[config.mk]
export PLATFORM = sky130hd
export DESIGN_NAME = phy_event_status
export DESIGN_NICKNAME = d
export VERILOG_FILES = /design/src/shared/phy_event_pkg.sv /design/src/hw/phy_event_status.sv
export SDC_FILE = /design/constraint.sdc
export NUM_CORES = 1
export LEC_CHECK = 0
export BUFFER_PORTS_ARGS = -buffer_cell sky130_fd_sc_hd__buf_2
export CORE_MARGIN = 3
export CORE_UTILIZATION = 55
export CTS_CLUSTER_SIZE = 28
export DETAILED_ROUTE_END_ITERATION = 6
export GPL_ROUTABILITY_DRIVEN = 0
export HOLD_SLACK_MARGIN = 0.12
export PLACE_DENSITY = 0.86
export SYNTH_ARGS = -nofsm -noshare
export SYNTH_HDL_FRONTEND = slang
export SYNTH_SLANG_ARGS = --single-unit
[constraint.sdc]
create_clock -name ref_clk -period 2.1 [get_ports ref_clk]
set_input_delay 0.315 -clock ref_clk [delete_from_list [all_inputs] [get_ports ref_clk]]
set_output_delay 0.315 -clock ref_clk [all_outputs]
set_load 0.01 [all_outputs]
[src/shared/phy_event_pkg.sv]
// Summary of operation
// - Each event sets its status bit; reading the status register clears all pending bits.
// - An event with its per-event enable set raises an interrupt request.
// - Interrupts reach the pin only while control bits 1 and 0 are both set.
// - Status bits update whatever the per-event or global enables say.
// - Event status register bits 15 and 7 ignore writes and read zero.
// - Pending flags sit at bits 14 down to 8 in event struct order.
// - Enables 6 down to 0 gate events eight bits higher; reset to zero.
// - False-carrier count in bits 7:0 counts events; bits 15:8 read zero.
// - False-carrier count passing the half-full value raises its half-full event.
// - Reading either counter returns the count and then clears it.
// - Receive-error counter counts errors only with carrier, data valid and invalid symbol.
// - Receive-error counting is suppressed in loopback mode.
// - Receive-error counter saturates at its maximum without wrapping.
// - Receive-error count passing the half-full value raises its half-full event.
// - Half-full events sit in the first status register at 9 and 8, enables 1 and 0.
// - Output-select bit set makes the shared pin an active-low interrupt, else power-down input.
package phy_event_pkg;
	// Register addresses
	localparam logic [4:0]  ADDR_PHY_CTRL      = 5'h11;
	localparam logic [4:0]  ADDR_STATUS_ONE    = 5'h12;
	localparam logic [4:0]  ADDR_STATUS_TWO    = 5'h13;
	localparam logic [4:0]  ADDR_FALSE_CARRIER = 5'h14;
	localparam logic [4:0]  ADDR_RX_ERROR      = 5'h15;
	// Control register fields
	localparam int          CTRL_INT_OE        = 0;
	localparam int          CTRL_INT_EN        = 1;
	localparam int          CTRL_TEST_INT      = 2;
	localparam logic [2:0]  CTRL_RESET         = 3'h0;
	// Status/enable layout: flags sit this many bits above their enables
	localparam int          EVT_SHIFT          = 8;
	localparam int          ST2_EVT_LSB        = 8;
	localparam int          ST2_EVT_MSB        = 14;
	localparam int          ST1_EVT_LSB        = 8;
	localparam int          ST1_EVT_MSB        = 9;
	localparam logic [6:0]  ST2_RESET          = 7'h00;
	localparam logic [1:0]  ST1_RESET          = 2'h0;
	// Counter limits
	localparam logic [7:0]  FC_MAX             = 8'hff;
	localparam logic [7:0]  FC_HALF            = 8'h7f;
	localparam logic [15:0] RE_MAX             = 16'hffff;
	localparam logic [15:0] RE_HALF            = 16'h7fff;

	// Register port request
	typedef struct packed {
		logic [4:0]  addr;
		logic [15:0] wdata;
		logic        wr;
		logic        rd;
	} regReq_t;

	// PHY events, most significant first to match status bits 14..8
	typedef struct packed {
		logic anError;
		logic pageReceived;
		logic loopFifoError;
		logic crossoverChange;
		logic sleepEvent;
		logic polarityChange;
		logic jabber;
	} phyEvents_t;
endpackage : phy_event_pkg

[src/hw/phy_event_status.sv]
// Local design decision: the plain strobed port.
`timescale 1ns/100ps
module phy_event_status (
	// Clock and reset
	input  wire logic                      ref_clk,
	input  wire logic                      rst_n,
	// Register port
	input  wire phy_event_pkg::regReq_t    regReq,
	output logic [15:0]                    rdData,
	// PHY events, one-cycle pulses
	input  wire phy_event_pkg::phyEvents_t phyEvents,
	input  wire logic                      falseCarrier,
	input  wire logic                      rxError,
	input  wire logic                      carrierValid,
	input  wire logic                      rxDataValid,
	input  wire logic                      invalidSymbol,
	input  wire logic                      miiLoopback,
	// Shared interrupt / power-down pin
	input  wire logic                      irqPinIn,
	output logic                           irqPinOut_n,
	output logic                           irqPinOe,
	// Status to the rest of the PHY
	output logic                           powerDownReq,
	output logic                           intPending
);
	////////////////////////////////////////////////////////////////////////////////
	// State
	logic [2:0]  ctrl_reg;
	logic [2:0]  ctrl_next;
	logic [6:0]  st2_reg;
	logic [6:0]  st2_next;
	logic [6:0]  en2_reg;
	logic [6:0]  en2_next;
	logic [1:0]  st1_reg;
	logic [1:0]  st1_next;
	logic [1:0]  en1_reg;
	logic [1:0]  en1_next;
	logic [7:0]  fc_reg;
	logic [7:0]  fc_next;
	logic [15:0] re_reg;
	logic [15:0] re_next;
	logic [15:0] rdData_reg;
	logic [15:0] rdData_next;
	logic        int_next;
	logic        irqOut_reg;
	logic        irqOe_reg;
	logic        intPend_reg;
	logic        pdSync1_reg;
	logic        pdSync2_reg;
	logic        powerDown_reg;

	// Decoded accesses
	logic wrCtrl;
	logic wrSt1;
	logic wrSt2;
	logic rdSt1;
	logic rdSt2;
	logic rdFc;
	logic rdRe;
	logic reCount;
	logic fcHalfEvt;
	logic reHalfEvt;

	////////////////////////////////////////////////////////////////////////////////
	// Address decode
	assign wrCtrl = regReq.wr && (regReq.addr == phy_event_pkg::ADDR_PHY_CTRL);
	assign wrSt1  = regReq.wr && (regReq.addr == phy_event_pkg::ADDR_STATUS_ONE);
	assign wrSt2  = regReq.wr && (regReq.addr == phy_event_pkg::ADDR_STATUS_TWO);
	assign rdSt1  = regReq.rd && (regReq.addr == phy_event_pkg::ADDR_STATUS_ONE);
	assign rdSt2  = regReq.rd && (regReq.addr == phy_event_pkg::ADDR_STATUS_TWO);
	assign rdFc   = regReq.rd && (regReq.addr == phy_event_pkg::ADDR_FALSE_CARRIER);
	assign rdRe   = regReq.rd && (regReq.addr == phy_event_pkg::ADDR_RX_ERROR);

	////////////////////////////////////////////////////////////////////////////////
	// Control and enable registers: software writes steer pin mode and gating
	always_comb begin
		ctrl_next = wrCtrl ? regReq.wdata[2:0] : ctrl_reg;
		en2_next  = wrSt2 ? regReq.wdata[6:0] : en2_reg;
		en1_next  = wrSt1 ? regReq.wdata[1:0] : en1_reg;
	end

	always_ff @(posedge ref_clk or negedge rst_n) begin
		if (!rst_n) begin
			ctrl_reg <= phy_event_pkg::CTRL_RESET;
			en2_reg  <= phy_event_pkg::ST2_RESET;
			en1_reg  <= phy_event_pkg::ST1_RESET;
		end else begin
			ctrl_reg <= ctrl_next;
			en2_reg  <= en2_next;
			en1_reg  <= en1_next;
		end
	end

	////////////////////////////////////////////////////////////////////////////////
	// False-carrier counter: saturates, cleared on read, increment on read kept
	always_comb begin
		if (rdFc) begin
			fc_next = {7'h00, falseCarrier};
		end else if (falseCarrier && fc_reg != phy_event_pkg::FC_MAX) begin
			fc_next = 8'(fc_reg + 8'h01);
		end else begin
			fc_next = fc_reg;
		end
	end

	// Half-full event on the step past the half value
	assign fcHalfEvt = falseCarrier && !rdFc && (fc_reg == phy_event_pkg::FC_HALF);

	always_ff @(posedge ref_clk or negedge rst_n) begin
		if (!rst_n) begin
			fc_reg <= 8'h00;
		end else begin
			fc_reg <= fc_next;
		end
	end

	////////////////////////////////////////////////////////////////////////////////
	// Receive-error counter: qualified, idle in loopback, saturates
	assign reCount = rxError && carrierValid && rxDataValid && invalidSymbol
	                 && !miiLoopback;

	always_comb begin
		if (rdRe) begin
			re_next = {15'h0000, reCount};
		end else if (reCount && re_reg != phy_event_pkg::RE_MAX) begin
			re_next = 16'(re_reg + 16'h0001);
		end else begin
			re_next = re_reg;
		end
	end

	assign reHalfEvt = reCount && !rdRe && (re_reg == phy_event_pkg::RE_HALF);

	always_ff @(posedge ref_clk or negedge rst_n) begin
		if (!rst_n) begin
			re_reg <= 16'h0000;
		end else begin
			re_reg <= re_next;
		end
	end

	////////////////////////////////////////////////////////////////////////////////
	// Sticky event flags: set regardless of enables, cleared by a read, set beats clear
	// The clear masks only old flags, so an event in the read cycle is kept for the next read
	always_comb begin
		st2_next = (st2_reg & ~{7{rdSt2}}) | phyEvents;
		st1_next = (st1_reg & ~{2{rdSt1}}) | {fcHalfEvt, reHalfEvt};
	end

	always_ff @(posedge ref_clk or negedge rst_n) begin
		if (!rst_n) begin
			st2_reg <= phy_event_pkg::ST2_RESET;
			st1_reg <= phy_event_pkg::ST1_RESET;
		end else begin
			st2_reg <= st2_next;
			st1_reg <= st1_next;
		end
	end

	////////////////////////////////////////////////////////////////////////////////
	// Read data, one cycle after the strobe; zero otherwise and for unmapped addresses
	always_comb begin
		rdData_next = 16'h0000;
		if (regReq.rd) begin
			unique case (regReq.addr)
				phy_event_pkg::ADDR_PHY_CTRL: begin
					rdData_next = {13'h0000, ctrl_reg};
				end
				phy_event_pkg::ADDR_STATUS_ONE: begin
					rdData_next = {6'h00, st1_reg, 6'h00, en1_reg};
				end
				phy_event_pkg::ADDR_STATUS_TWO: begin
					rdData_next = {1'b0, st2_reg, 1'b0, en2_reg};
				end
				phy_event_pkg::ADDR_FALSE_CARRIER: begin
					rdData_next = {8'h00, fc_reg};
				end
				phy_event_pkg::ADDR_RX_ERROR: begin
					rdData_next = re_reg;
				end
				default: begin
					rdData_next = 16'h0000;
				end
			endcase
		end
	end

	always_ff @(posedge ref_clk or negedge rst_n) begin
		if (!rst_n) begin
			rdData_reg <= 16'h0000;
		end else begin
			rdData_reg <= rdData_next;
		end
	end

	////////////////////////////////////////////////////////////////////////////////
	// Interrupt: enabled pending flags, or the test bit, gated by both global bits
	// Next-state terms let the pin move at the same edge as the flag it reports
	assign int_next = ctrl_next[phy_event_pkg::CTRL_INT_EN]
	                  && ctrl_next[phy_event_pkg::CTRL_INT_OE]
	                  && ((|(st2_next & en2_next))
	                      || (|(st1_next & en1_next))
	                      || ctrl_next[phy_event_pkg::CTRL_TEST_INT]);

	always_ff @(posedge ref_clk or negedge rst_n) begin
		if (!rst_n) begin
			intPend_reg <= 1'b0;
			irqOut_reg  <= 1'b1;
			irqOe_reg   <= 1'b0;
		end else begin
			intPend_reg <= int_next;
			irqOut_reg  <= ~int_next;
			irqOe_reg   <= ctrl_next[phy_event_pkg::CTRL_INT_OE];
		end
	end

	////////////////////////////////////////////////////////////////////////////////
	// Power-down input: pin synchronised, honoured only while the pin is an input
	// The pin idles high, so the flops reset high to avoid a false request after reset
	always_ff @(posedge ref_clk or negedge rst_n) begin
		if (!rst_n) begin
			pdSync1_reg   <= 1'b1;
			pdSync2_reg   <= 1'b1;
			powerDown_reg <= 1'b0;
		end else begin
			pdSync1_reg   <= irqPinIn;
			pdSync2_reg   <= pdSync1_reg;
			powerDown_reg <= !ctrl_reg[phy_event_pkg::CTRL_INT_OE] && !pdSync2_reg;
		end
	end

	////////////////////////////////////////////////////////////////////////////////
	// Outputs
	assign rdData       = rdData_reg;
	assign irqPinOut_n  = irqOut_reg;
	assign irqPinOe     = irqOe_reg;
	assign powerDownReq = powerDown_reg;
	assign intPending   = intPend_reg;
endmodule : phy_event_status

### Yosys cells after proc, flatten, opt, wreduce, memory -nomap -nowiden

Cells that the tools add are included.
W data, S select, Z words.

| word-level totals | value |
|---|---|
| register bits after elaboration | 67 |
| input port bits | 39 |
| logic and storage cells | 74 |

| operators by class | value |
|---|---|
| add/subtract/negate cells | 2 |
| equality and inequality tests | 9 |
| muxes and demuxes | 9 |
| bitwise operators | 9 |
| reductions and logical operators | 31 |

Operators by type and width:

| operator | count |
|---|---|
| $pmux W16 S5 | 1 |
| $mux W16 | 3 |
| $eq A5 B5 Y1 const B | 5 |
| $logic_and A1 B1 Y1 | 20 |
| $add A16 B1 Y16 const B | 1 |
| $eq A16 B15 Y1 const B | 1 |
| $mux W8 | 2 |
| $ne A16 B16 Y1 const B | 1 |
| $and A7 B7 Y7 | 2 |
| $add A8 B1 Y8 const B | 1 |
| $eq A8 B7 Y1 const B | 1 |
| $ne A8 B8 Y1 const B | 1 |
| $mux W7 | 1 |
| $not A7 Y7 | 1 |
| $or A7 B7 Y7 | 1 |
| $reduce_or A7 Y1 | 1 |
| $logic_not A1 Y1 | 5 |
| $and A2 B2 Y2 | 2 |
| $reduce_bool A2 Y1 | 2 |
| $mux W3 | 1 |
| $logic_or A1 B1 Y1 | 2 |
| $mux W2 | 1 |
| $not A2 Y2 | 1 |
| $or A2 B2 Y2 | 1 |
| other kinds (2) | 2 |

### Logic depth before layout (Yosys ltp)

| logic depth | value |
|---|---|
| depth after elaboration | 13 |
| mapped depth | 7 |
| mapped depth without buffers | 7 |

### Worst setup path after synthesis

No wires, ideal clock.

| timing | value |
|---|---|
| kind | input -> register |
| start | in regReq[21] in the netlist's numbering |
| end | reg intPend_reg (netlist: intPending) |
| arrival | 1.922 ns |
| data required time | 1.960 ns |
| slack | 0.039 ns |
| stages | 7 |
| cells stage by stage | or3b_1 -> buf_6 -> nor2_8 -> mux2_1 -> a22o_1 -> a221oi_1 -> a311oi_1 |

RTL lines:

| item | RTL line | text |
|---|---|---|
| from (decl) | phy_event_status.sv:8 | `input wire phy_event_pkg::regReq_t regReq,` |
| $eq A5 B5 Y1 | phy_event_status.sv:68 | `assign wrSt2 = regReq.wr && (regReq.addr == phy_event_pkg::ADDR_STATUS_TWO);` |
| $logic_and A1 B1 Y1 | phy_event_status.sv:68 |  |
| $mux W7 | phy_event_status.sv:78 | `en2_next = wrSt2 ? regReq.wdata[6:0] : en2_reg;` |
| net en2_next[3] | phy_event_status.sv:33 | `logic [6:0] en2_next;` |
| $and A7 B7 Y7 | phy_event_status.sv:201 | `&& ((\|(st2_next & en2_next))` |
| $reduce_or A7 Y1 | phy_event_status.sv:201 |  |
| $logic_or A1 B1 Y1 | phy_event_status.sv:202 | `\|\| (\|(st1_next & en1_next))` |
| $logic_or A1 B1 Y1 | phy_event_status.sv:203 | `\|\| ctrl_next[phy_event_pkg::CTRL_TEST_INT]);` |
| $logic_and A1 B1 Y1 | phy_event_status.sv:201 |  |
| net int_next | phy_event_status.sv:44 | `logic int_next;` |
| to (signal assigned) | phy_event_status.sv:211 | `intPend_reg <= int_next;` |
| to (decl) | phy_event_status.sv:47 | `logic intPend_reg;` |

The timed path passes the listed nets, and every way through them passes these cells.
A chain may end at the register's enable or synchronous reset.

### Final worst setup path

| timing | value |
|---|---|
| start | reg re_reg[13] |
| end | reg re_reg[11] |

| between the ends | value |
|---|---|
| longest elaborated chain between the ends | 3 |

Ends and longest elaborated chain:

| item | RTL line | text |
|---|---|---|
| from (decl) | phy_event_status.sv:40 | `logic [15:0] re_reg;` |
| from (signal assigned) | phy_event_status.sv:138 | `re_reg <= re_next;` |
| $ne A16 B16 Y1 | phy_event_status.sv:125 | `end else if (reCount && re_reg != phy_event_pkg::RE_MAX) begin` |
| $logic_and A1 B1 Y1 | phy_event_status.sv:125 |  |
| $reduce_bool A2 Y1 (no source line) | -- |  |

No other way between the ends.

==> results_dict.tcl <==
set metrics [dict create \
    die_area_mm2 0.00652 \
    clk_pin_slew_ns 0.07 \
    p_per_area_mw_per_mm2 832 \
    first_pass_iters 4 \
    outcome "finished clean" \
    die_w_um 80.8 \
    ys_top_cells_by_count "dfrtp_1 (63), nor2_1 (30), nand2_1 (24)" \
    r2r_start "re_reg[13]" \
    syn_to_final_growth_pct 21.8 \
    grt_max_degree 67 \
    track_usage_pct 22.7 \
    post_cts.repair.setup_buffers 0 \
    initial_core_util_pct 58.4 \
    num_rows 26 \
    crit_required_ns 2.32 \
    syn_nets 314 \
    layout_min_cycle_time_ns 1.93 \
    fmax_mhz 519 \
    final_cells 415 \
    power_w 0.00312 \
    drv_cap 0 \
    grt_overflow 0 \
    syn-cell-area_mm2 0.00308 \
    cp-start-kind "flop" \
    hold_violations 0 \
    clock_latency_ns 0.34 \
    r2r_cells 6 \
    clock_sinks 66 \
    path_buf_inv 0 \
    period_share_pct 91.8 \
    die_h_um 80.8 \
    cts_root_buf "clkbuf_8" \
    min_path_type "in -> reg" \
    drt_first_iter_violations 141 \
    worstPathMaxFanout 6 \
    detailedPlace.worstSlack_ns -0.183 \
    worst_pin_slew_ns 0.911 \
    dp_cells 397 \
    cp_slowest_cell "a311oi_4" \
    cp-startpoint "re_reg[13]" \
    synth_edf_count 0 \
    grt_pass1_wl_um 11000 \
    coreArea_mm2 0.00527 \
    p_leak_nw 1.79 \
    hpwl_um 4760 \
    drtAntennaViolNets 0 \
    max_slew_margin_pct 38.7 \
    critPathTopFamily "simple AND/OR/NAND/NOR gates" \
    io_pins 59 \
    end_kind "flop" \
    wl_per_cell_um 15.9 \
    vias_per_cell 5.74 \
    ir_worst_vdd_mv 0.451 \
    hp-start "phyEvents[1]" \
    vias 2382 \
    ys_seq_area_share_pct 53.8 \
    yosysTopAreaCellShare_pct 51.3 \
    holdPathStages 2 \
    yosysMostFrequentCell "dfrtp_1" \
    r2r-end "re_reg[11]" \
    portBuffers 49 \
    synth_warnings 0 \
    ys_types 50 \
    final-setup-viol-count 0 \
    final.setup.worst_slack_ns 0.172 \
    ys_ff_latch 66 \
    finalMaxSlewViolations 0 \
    antenna_cells 0 \
    crit_chain "and4_1 > and3_1 > a311oi_4 > nand3_1 > xor2_1 > nor2_1" \
    drive_gt1_share_pct 31.0 \
    cts_tree "done" \
    worstHoldEndpoint "st2_reg[1]" \
    drc_errors 0 \
    rrSetupSlack_ns 0.17 \
    fin_skew_ns 0.00424 \
    ys_async_sr_fraction_pct 100 \
    fillCellCount 394 \
    routed_wl_um 6590 \
    syn_inst 273 \
    synth_area_leaders "dfrtp_1 (51%), mux2_2 (5.5%), nor2_1 (3.7%), xor2_1 (3.4%), nand2_1 (2.9%)" \
    nNetsFinal 381 \
    cp.arrival_ns 2.15 \
    slowest_delay_ns 0.47 \
    critical_path_class "reg -> reg" \
    synth_flop_cell "dfrtp_1" \
    cts_made_buffers 9 \
    avgSynthCellArea_um2 11.3 \
    grt_pass1_vias 2349 \
    antenna_found_initial 0 \
    rsz0062_at_grt "no" \
    synth_top_area_cell "dfrtp_1" \
    htreeDepth 3 \
    clockBufferDepth 2 \
]
==> final cells by class <==
class	count	area (um2)	share of cell area, %
inverters	3	11.3	0.301
clock buffers	11	141	3.78
clock inverters	5	77.6	2.07
flip-flops and latches	66	1660	44.2
repair buffers	66	390	10.4
well taps	70	87.6	2.34
multi-input cells	194	1380	36.9
==> where the power goes <==
group          total [W]  internal (W)  leakage, nW  switching [W]
clock            0.00117      0.000697        0.109       0.000473
sequential       0.00153       0.00140        0.847       0.000138
combinational   0.000414      0.000209        0.829       0.000204
==> through the flow <==
| step | utilization (%) | hold WS [ns] | instance area, um2 | setup TNS [ns] |
|---|---|---|---|---|
| floorplan | - | 0.0194 | 3080 | 0 |
| global placement | 66.2 | 0.346 | 3490 | -0.432 |
| detailed placement | 66.2 | 0.352 | 3490 | -0.802 |
| CTS | 70.7 | 0.158 | 3730 | 0 |
| global route | 71.1 | 0.173 | 3740 | 0 |
| finish | 71.1 | 0.167 | 3740 | 0 |
==> logic make-up (layout without fill, tap and decap cells) <==
logic type,after synthesis,after routing,share of synthesized area [%]
mux,23,23,8.42
buf+inv,13,85,1.87
xor+xnor,19,19,5.41
flops,66,66,53.8
compound gates,45,45,11.4
fa+ha+maj,2,2,0.814
simple gates,105,105,18.3
==> how the worst max path moves through the flow <==
stage	to	slack, ns	depth (start not counted)
detailed placement	intPending	-0.18	8
CTS	re_reg[11]	0.08	6
global placement	irqPinOut_n	-0.12	7
floorplan	intPending	0.04	7
global route	re_reg[11]	0.006	6
finish	re_reg[11]	0.17	6
==> worst reg2reg max path, cell delays in order, from the launching register on <==
cell and delay, ns:
dfrtp_1 0.42, and4_1 0.27, and3_1 0.26, a311oi_4 0.47
nand3_1 0.15, xor2_1 0.19, nor2_1 0.06
==> layout by cell type, fill, tap and decap left out, drive strengths merged, types with 2 or more instances in the layout <==
cell type    count
a21o             7
a21oi            7
a22o             8
a22oi            7
a311oi           4
a32oi            2
and2             5
and3             8
and4             3
buf             64
bufinv           2
clkbuf          11
clkinv           2
dfrtp           63
dfstp            3
dlygate4sd3      2
ha               2
inv              3
mux2            20
mux2i            3
nand2           25
nand3           12
nand3b           3
nand4            4
nor2            31
nor2b            2
nor3             4
o211ai           2
o21ai            2
o31ai            2
xnor2            7
xor2            12
==> layer usage <==
layer / GRT usage, % / routed length [um] / up-vias
li1: - / - / 1107
met1: 30.2 / 2920 / 1188
met2: 34.9 / 3160 / 70
met3: 4.77 / 338 / 17
met4: 12.2 / 168 / 0
met5: 0 / 0 / -
==> what timing repair did <==
item / 4_1_cts / 5_1_grt
gates resized for setup: 0 / 2
hold buffers: 2 / 0
endpoints found under the setup margin: 0 / 6
endpoints found under the hold margin: 64 / 0
No activity file was read; power rests on OpenSTA's default activity.
